**src/core/rab_consts.vh**
```
// Constants for the register attribute access bank
`ifndef RAB_CONSTS_VH
`define RAB_CONSTS_VH

// Register index in the control window; byte offset is index times four
`define RAB_IDX_RW        0
`define RAB_IDX_LOCK      1
`define RAB_IDX_RO        2
`define RAB_IDX_WO        3
`define RAB_IDX_W1C       4
`define RAB_IDX_STS       5
`define RAB_IDX_SW1C      6
`define RAB_IDX_RESERVED_FIELD      7
`define RAB_IDX_VRW       8
`define RAB_IDX_VLOCK     9
`define RAB_NUM_REGS      10

`define RAB_REG_BITS      32
`define RAB_RST_VAL       32'h00000000

// Portal window layout: one 64-byte portal at the start of each 4 KB page
`define RAB_PAGE_BITS     12
`define RAB_PORTAL_BITS   512
`define RAB_PORTAL_FILL   8'hFF

`endif

```
**src/core/rab_bank.v**
```verilog
// Register bank with per-class field attributes, a 64-bit access port and a portal window
// Behaviour
// - eight-byte access services two adjacent registers
// - read-write field returns last written value
// - lockable field writable only while unlocked
// - read-only field hardware driven, writes ignored
// - write-only field accepts writes, reads zero
// - writing one clears bit, zero ignored
// - sticky status read-only, survives device reset
// - sticky clear-on-one bit survives device reset
// - reserved field reads zero, writes discarded
// - volatile field written by software and hardware
// - volatile lockable: locked writes ignored, hardware updates
// - unmatched portal writes ignored, reads return fill
`timescale 1ns/1ps
`include "rab_consts.vh"

module rab_bank #(
  parameter AW          = 12,
  parameter PAW         = 16,
  parameter NUM_PORTALS = 16
) (
  input  wire                        i_clk,
  input  wire                        i_resetn,
  input  wire                        i_sticky_resetn,
  input  wire                        i_req,
  input  wire                        i_write,
  input  wire [AW-1:0]               i_addr,
  input  wire [7:0]                  i_be,
  input  wire [63:0]                 i_wdata,
  output reg  [63:0]                 o_rdata,
  output reg                         o_rvalid,
  input  wire                        i_lock,
  input  wire [31:0]                 i_ro_status,
  input  wire [31:0]                 i_sts_status,
  input  wire [31:0]                 i_w1c_set,
  input  wire [31:0]                 i_sw1c_set,
  input  wire                        i_vrw_we,
  input  wire [31:0]                 i_vrw_data,
  input  wire                        i_vlock_we,
  input  wire [31:0]                 i_vlock_data,
  output reg  [31:0]                 o_rw,
  output reg  [31:0]                 o_lock,
  output reg  [31:0]                 o_wo,
  output reg                         o_wo_strobe,
  output reg  [31:0]                 o_w1c,
  output reg  [31:0]                 o_sw1c,
  output reg  [31:0]                 o_vrw,
  output reg  [31:0]                 o_vlock,
  input  wire                        i_portal_req,
  input  wire                        i_portal_write,
  input  wire [PAW-1:0]              i_portal_addr,
  input  wire [`RAB_PORTAL_BITS-1:0] i_portal_wdata,
  output reg                         o_portal_valid,
  output reg  [PAW-`RAB_PAGE_BITS-1:0] o_portal_index,
  output reg  [`RAB_PORTAL_BITS-1:0] o_portal_data,
  output reg  [63:0]                 o_portal_rdata,
  output reg                         o_portal_rvalid
);

  localparam NR = `RAB_NUM_REGS;
  localparam RB = `RAB_REG_BITS;
  localparam QW = AW - 3;
  localparam PW = PAW - `RAB_PAGE_BITS;

  wire [NR*RB-1:0] wmask;
  wire [NR*RB-1:0] wdat;
  wire [NR*RB-1:0] rdall;
  reg  [31:0]      sts;
  wire [QW-1:0]    qaddr;
  wire             wr;

  assign qaddr = i_addr[AW-1:3];
  assign wr    = i_req & i_write;

  // Each register owns one half of the 64-bit lanes; both halves share one access
  genvar j;
  generate
    for (j = 0; j < NR; j = j + 1) begin : g_lane
      localparam integer QI = j / 2;
      wire       hit;
      wire [3:0] be4;
      // Writes past the last register match no lane and are dropped
      assign hit = wr & (qaddr == QI[QW-1:0]);
      assign be4 = hit ? i_be[(j%2)*4 +: 4] : 4'h0;
      assign wmask[j*RB +: RB] = {{8{be4[3]}}, {8{be4[2]}}, {8{be4[1]}}, {8{be4[0]}}};
      assign wdat[j*RB +: RB]  = i_wdata[(j%2)*32 +: 32];
    end
  endgenerate

  wire [31:0] m_rw    = wmask[`RAB_IDX_RW*RB +: RB];
  wire [31:0] m_lock  = wmask[`RAB_IDX_LOCK*RB +: RB];
  wire [31:0] m_wo    = wmask[`RAB_IDX_WO*RB +: RB];
  wire [31:0] m_w1c   = wmask[`RAB_IDX_W1C*RB +: RB];
  wire [31:0] m_sw1c  = wmask[`RAB_IDX_SW1C*RB +: RB];
  wire [31:0] m_vrw   = wmask[`RAB_IDX_VRW*RB +: RB];
  wire [31:0] m_vlock = wmask[`RAB_IDX_VLOCK*RB +: RB];
  wire [31:0] d_rw    = wdat[`RAB_IDX_RW*RB +: RB];
  wire [31:0] d_lock  = wdat[`RAB_IDX_LOCK*RB +: RB];
  wire [31:0] d_wo    = wdat[`RAB_IDX_WO*RB +: RB];
  wire [31:0] d_w1c   = wdat[`RAB_IDX_W1C*RB +: RB];
  wire [31:0] d_sw1c  = wdat[`RAB_IDX_SW1C*RB +: RB];
  wire [31:0] d_vrw   = wdat[`RAB_IDX_VRW*RB +: RB];
  wire [31:0] d_vlock = wdat[`RAB_IDX_VLOCK*RB +: RB];

  // Fields cleared by the device reset
  always @(posedge i_clk or negedge i_resetn) begin
    if (!i_resetn) begin
      o_rw        <= `RAB_RST_VAL;
      o_lock      <= `RAB_RST_VAL;
      o_wo        <= `RAB_RST_VAL;
      o_wo_strobe <= 1'b0;
      o_w1c       <= `RAB_RST_VAL;
      o_vrw       <= `RAB_RST_VAL;
      o_vlock     <= `RAB_RST_VAL;
    end else begin
      o_rw <= (o_rw & ~m_rw) | (d_rw & m_rw);
      if (!i_lock) begin
        o_lock <= (o_lock & ~m_lock) | (d_lock & m_lock);
      end
      o_wo        <= (o_wo & ~m_wo) | (d_wo & m_wo);
      // Strobe lets the consumer pick up a value that can never be read back
      o_wo_strobe <= |m_wo;
      // A hardware set in the same cycle as a clear keeps the bit set
      o_w1c <= (o_w1c & ~(d_w1c & m_w1c)) | i_w1c_set;
      // Hardware update takes priority over a same-cycle software write
      if (i_vrw_we) begin
        o_vrw <= i_vrw_data;
      end else begin
        o_vrw <= (o_vrw & ~m_vrw) | (d_vrw & m_vrw);
      end
      // Lock holds off software only; hardware keeps loading status
      if (i_vlock_we) begin
        o_vlock <= i_vlock_data;
      end else if (!i_lock) begin
        o_vlock <= (o_vlock & ~m_vlock) | (d_vlock & m_vlock);
      end
    end
  end

  // Sticky fields only answer to the sticky reset, so a device reset leaves them intact
  always @(posedge i_clk or negedge i_sticky_resetn) begin
    if (!i_sticky_resetn) begin
      sts    <= `RAB_RST_VAL;
      o_sw1c <= `RAB_RST_VAL;
    end else begin
      sts    <= i_sts_status;
      o_sw1c <= (o_sw1c & ~(d_sw1c & m_sw1c)) | i_sw1c_set;
    end
  end

  assign rdall[`RAB_IDX_RW*RB +: RB]    = o_rw;
  assign rdall[`RAB_IDX_LOCK*RB +: RB]  = o_lock;
  assign rdall[`RAB_IDX_RO*RB +: RB]    = i_ro_status;
  assign rdall[`RAB_IDX_WO*RB +: RB]    = `RAB_RST_VAL;
  assign rdall[`RAB_IDX_W1C*RB +: RB]   = o_w1c;
  assign rdall[`RAB_IDX_STS*RB +: RB]   = sts;
  assign rdall[`RAB_IDX_SW1C*RB +: RB]  = o_sw1c;
  assign rdall[`RAB_IDX_RESERVED_FIELD*RB +: RB]  = `RAB_RST_VAL;
  assign rdall[`RAB_IDX_VRW*RB +: RB]   = o_vrw;
  assign rdall[`RAB_IDX_VLOCK*RB +: RB] = o_vlock;

  // Read selects a register pair; addresses past the bank read as reserved zero
  reg [63:0] next_rdata;
  integer    k;
  always @* begin
    next_rdata = 64'h0000000000000000;
    for (k = 0; k < NR; k = k + 1) begin
      if (qaddr == k[QW-1:0] / 2) begin
        next_rdata[(k%2)*32 +: 32] = rdall[k*RB +: RB];
      end
    end
  end

  always @(posedge i_clk or negedge i_resetn) begin
    if (!i_resetn) begin
      o_rdata  <= 64'h0000000000000000;
      o_rvalid <= 1'b0;
    end else begin
      o_rvalid <= i_req & ~i_write;
      // Capture only on a read so the data holds until the next read
      if (i_req & ~i_write) begin
        o_rdata <= next_rdata;
      end
    end
  end

  // Portal window: a write lands only at the head of an implemented page
  localparam integer NPI = NUM_PORTALS;
  localparam [PW:0]  NP  = NPI[PW:0];
  wire [PW-1:0] page;
  wire          head;
  wire          match;
  assign page  = i_portal_addr[PAW-1:`RAB_PAGE_BITS];
  assign head  = (i_portal_addr[`RAB_PAGE_BITS-1:0] == {`RAB_PAGE_BITS{1'b0}});
  assign match = ({1'b0, page} < NP) && head;

  always @(posedge i_clk or negedge i_resetn) begin
    if (!i_resetn) begin
      o_portal_valid  <= 1'b0;
      o_portal_index  <= {PW{1'b0}};
      o_portal_data   <= {`RAB_PORTAL_BITS{1'b0}};
      o_portal_rdata  <= 64'h0000000000000000;
      o_portal_rvalid <= 1'b0;
    end else begin
      o_portal_valid  <= i_portal_req & i_portal_write & match;
      o_portal_rvalid <= i_portal_req & ~i_portal_write;
      // Portal reads hold no data of their own; every byte reads as fill
      o_portal_rdata  <= {8{`RAB_PORTAL_FILL}};
      if (i_portal_req & i_portal_write & match) begin
        o_portal_index <= page;
        o_portal_data  <= i_portal_wdata;
      end
    end
  end

endmodule

```
**config.mk**
```make
export PLATFORM = sky130hd
export DESIGN_NAME = rab_bank
export DESIGN_NICKNAME = d
export VERILOG_FILES = /design/src/core/rab_bank.v
export VERILOG_INCLUDE_DIRS = /design/src /design/src/core
export SDC_FILE = /design/constraint.sdc
export NUM_CORES = 2
export LEC_CHECK = 0
export BUFFER_PORTS_ARGS = -buffer_cell sky130_fd_sc_hd__buf_2
export CORE_AREA = 2 2 650 652
export DETAILED_ROUTE_END_ITERATION = 8
export DIE_AREA = 0 0 652 654
export GPL_TIMING_DRIVEN = 0
export HOLD_SLACK_MARGIN = 0.08
export PLACE_DENSITY_LB_ADDON = 0.15
export SYNTH_ARGS = -nofsm -noshare
export SYNTH_HDL_FRONTEND = slang
export SYNTH_SLANG_ARGS = --single-unit
```
**constraint.sdc**
```tcl
create_clock -name i_clk -period 1.7 [get_ports i_clk]
set_clock_uncertainty 0.15 [all_clocks]
set_input_delay 0.085 -clock i_clk [delete_from_list [all_inputs] [get_ports i_clk]]
set_output_delay 0.085 -clock i_clk [all_outputs]
set_load 0.1 [all_outputs]
```
==> results.toml <==
[clock_tree]
root_buffer = "clkbuf_16"
clk_latency_ps = 830
clk_pin_slew_worst_paths_ps = 60
cts_made_buffers = 136
clockBufferDepth = 4
h-tree-depth = 4
cts_tree = "built"
clkSinkCount = 841

[routing]
totalWireLength_um = 347000
drt-initial-drc-count = 1569
route.detailed.drc = 0
drt_pass1_iterations = 5
drtAntennaViolNets = 0
vias = 36300
wire_per_inst_um = 29.8
drt-vias-per-instance = 3.12

[global_route]
grt_pass1_wl_um = 435000
grt_max_degree = 86
grt_pass1_vias = 39300
gr-usage-all-layers = 0.157
antenna_found_initial = 142
overflow = 0

[hold_path]
hp-class = "input pin to asynchronous set/reset pin"

[final_layout]
layout_commonest_cell = "dlygate4sd3_1"
final_area_mm2 = 0.0866
final_layout_size_suffix_gt1_frac = 0.537
instances_no_fill = 11700
layout.nets = 6807
final_cell_mix = "dlygate4sd3_1, buf_12, buf_2"
nFillCells = 45500
post-route-util = 0.207
area_delta_synth_final_pct = 156

[power]
power_density_mw_per_mm2 = 693
p_seq_frac = 0.343
intPower_mw = 42.5
p_switching_mw = 17.6
pwr-share-comb = 0.173
leakagePower_nw = 38.4
pwr-share-clk = 0.484
ir_drop_v = 0.000675
power.total_mw = 60.1
netSwitchingFraction = 0.292

[place]
place_inst = 9505
post-place-ws_ps = -1720
io_buffers = 1677
dp_hpwl_um = 291000
gp_congestion = 0.907
placed_cell_area_mm2 = 0.0499

[floorplanning]
dieArea_mm2 = 0.426
die_height_um = 654
start_util = 0.0806
fp-row-count = 238
core_region_area_mm2 = 0.419
die_w_um = 652
ios = 1686

[setup_path]
critPathTopFamily = "buffers and inverters"
cpPeakStageDelay_ps = 690
cp_data_required_time_ps = 2300
endpoint_kind = "register"
cp_cell_sequence = "buf_8 > dlygate4sd3_1 > nor4b_2 > dlymetal6s4s_1 > clkbuf_4 > nor3b_4 > o41a_1"
critPathBufInv = 4
critPathArrivalTime_ps = 2870
crit_path_start_kind = "input pin"
critPathKind = "input pin to register"
path_max_fanout = 10
critPathSlowestCell = "dlygate4sd3_1"

[timing]
fin_tns_setup_ps = -95010
finalMaxSlewViolations = 0
fmax_ghz = 0.440
relSlewSlack = 0.347
worst_pin_slew_ps = 979
whs_ps = -915
setup_viol = 369
min_period_ps = 2270
rsz0062_at_grt = "yes"
hold_viol_final = 405
layout_setup_ws_ps = -572
period_share = 1.34

[yosys]
syn_area_per_cell_um2 = 14.7
synth-edff-count = 0
yosysSeqAreaShare = 0.622
syn_inst = 2294
ys_warn_count = 0
synth_nets = 3108
async_flop_share = 1.00
synth-seq-cells = 841
ys.flop_type = "dfrtp_1"
synth_cell_types = 41
syn_area_mm2 = 0.0338

[flow_run]
drv_cap = 0

[status]
outcome = "finished with violations"
violations = "negative hold slack, negative setup slack"
[Yosys cell counts (2+ instances only)]
cell | number | area, um^2
or3_1 | 2 | 12.5
inv_1 | 2 | 7.51
buf_1 | 10 | 37.5
o2bb2ai_1 | 32 | 280
and3_1 | 2 | 12.5
nor4_1 | 5 | 31.3
a22oi_1 | 32 | 240
nand2_1 | 70 | 263
clkbuf_1 | 105 | 394
nor2b_1 | 33 | 206
nor3_4 | 5 | 81.3
nand2_4 | 4 | 45.0
nor4b_2 | 2 | 30.0
nor2_1 | 65 | 244
a221oi_1 | 32 | 280
mux2_4 | 32 | 480
dfrtp_1 | 841 | 21000
mux2_2 | 644 | 7250
buf_2 | 12 | 60.1
a21oi_1 | 68 | 340
nor4_4 | 14 | 298
buf_6 | 3 | 33.8
buf_4 | 64 | 480
o21ai_0 | 32 | 160
and2_1 | 36 | 225
or4bb_1 | 2 | 22.5
nand3_1 | 5 | 25.0
a21o_1 | 64 | 480
a221o_1 | 64 | 641
[power by group through the flow]
stage	sequential, mW	combinational (mW)	clock (mW)
6_report	20.6	10.4	29.1
5_1_grt	20.6	10.9	31.1
4_1_cts	20.6	10.4	30.5
3_5_place_dp	20.9	5.86	0
3_3_place_gp	20.9	5.78	0
2_1_floorplan	22.3	1.33	0
[final cells by class]
type,count,area [um^2],share of cell area
Buffer,192,1480,0.0171
Timing Repair Buffer,3563,40300,0.465
Tap cell,5520,6910,0.0797
Multi-Input combinational cell,1257,12100,0.140
Clock inverter,37,429,0.00495
Antenna cell,40,100,0.00116
Clock buffer,198,4030,0.0465
Sequential cell,841,21200,0.245
Inverter,2,7.51,0.0000867
[per-layer routing]
layer,share of wire,vias up,track usage,routed length (um)
li1,-,15700,-,-
met1,0.41,18700,0.189,142000
met2,0.45,1472,0.248,156000
met3,0.11,438,0.0777,39100
met4,0.028,12,0.0362,9840
met5,0.00080,-,0.00351,276
[worst register-to-register path, delay by kind of cell (launching register included)]
family | cells | cell delay [ps]
AO/OA/AOI/OAI | 2 | 430
buffers and inverters | 2 | 270
flip-flops | 1 | 430
AND/OR/NAND/NOR | 1 | 70
[cells by family after synthesis]
group,after synthesis,share of synthesized area
compound gates,325,0.0720
buf+inv,196,0.0300
flops,841,0.622
mux,676,0.229
other cells,1,0.000111
simple gates,255,0.0468
[what timing repair did]
| item | in CTS | in global routing |
|---|---|---|
| endpoints found under the setup margin | 1552 | 1364 |
| pin swaps | 8 | 15 |
| endpoints found under the hold margin | 1315 | 537 |
| hold buffers | 1546 | 8 |
| setup buffers | 234 | 76 |
| resized for setup | 3654 | 175 |
| cloned | 5 | 4 |
[final timing paths]
| kind | from | cells after the start | endpoint | slack (ps) |
|---|---|---|---|---|
| hold / removal | i_resetn | 2 | o_portal_data[151] | -920 |
| setup reg to reg | register | 5 | o_rdata[39] | 240 |
| max in group asynchronous | i_sticky_resetn | 6 | o_sw1c[27] | 60 |
| min in group i_clk | i_addr[3] | 5 | o_w1c[5] | -160 |
| hold reg to reg | sts[22] | 1 | o_rdata[54] | 320 |
| setup / recovery | i_addr[11] | 7 | o_wo_strobe | -570 |
No activity file was read; power rests on OpenSTA's default activity.
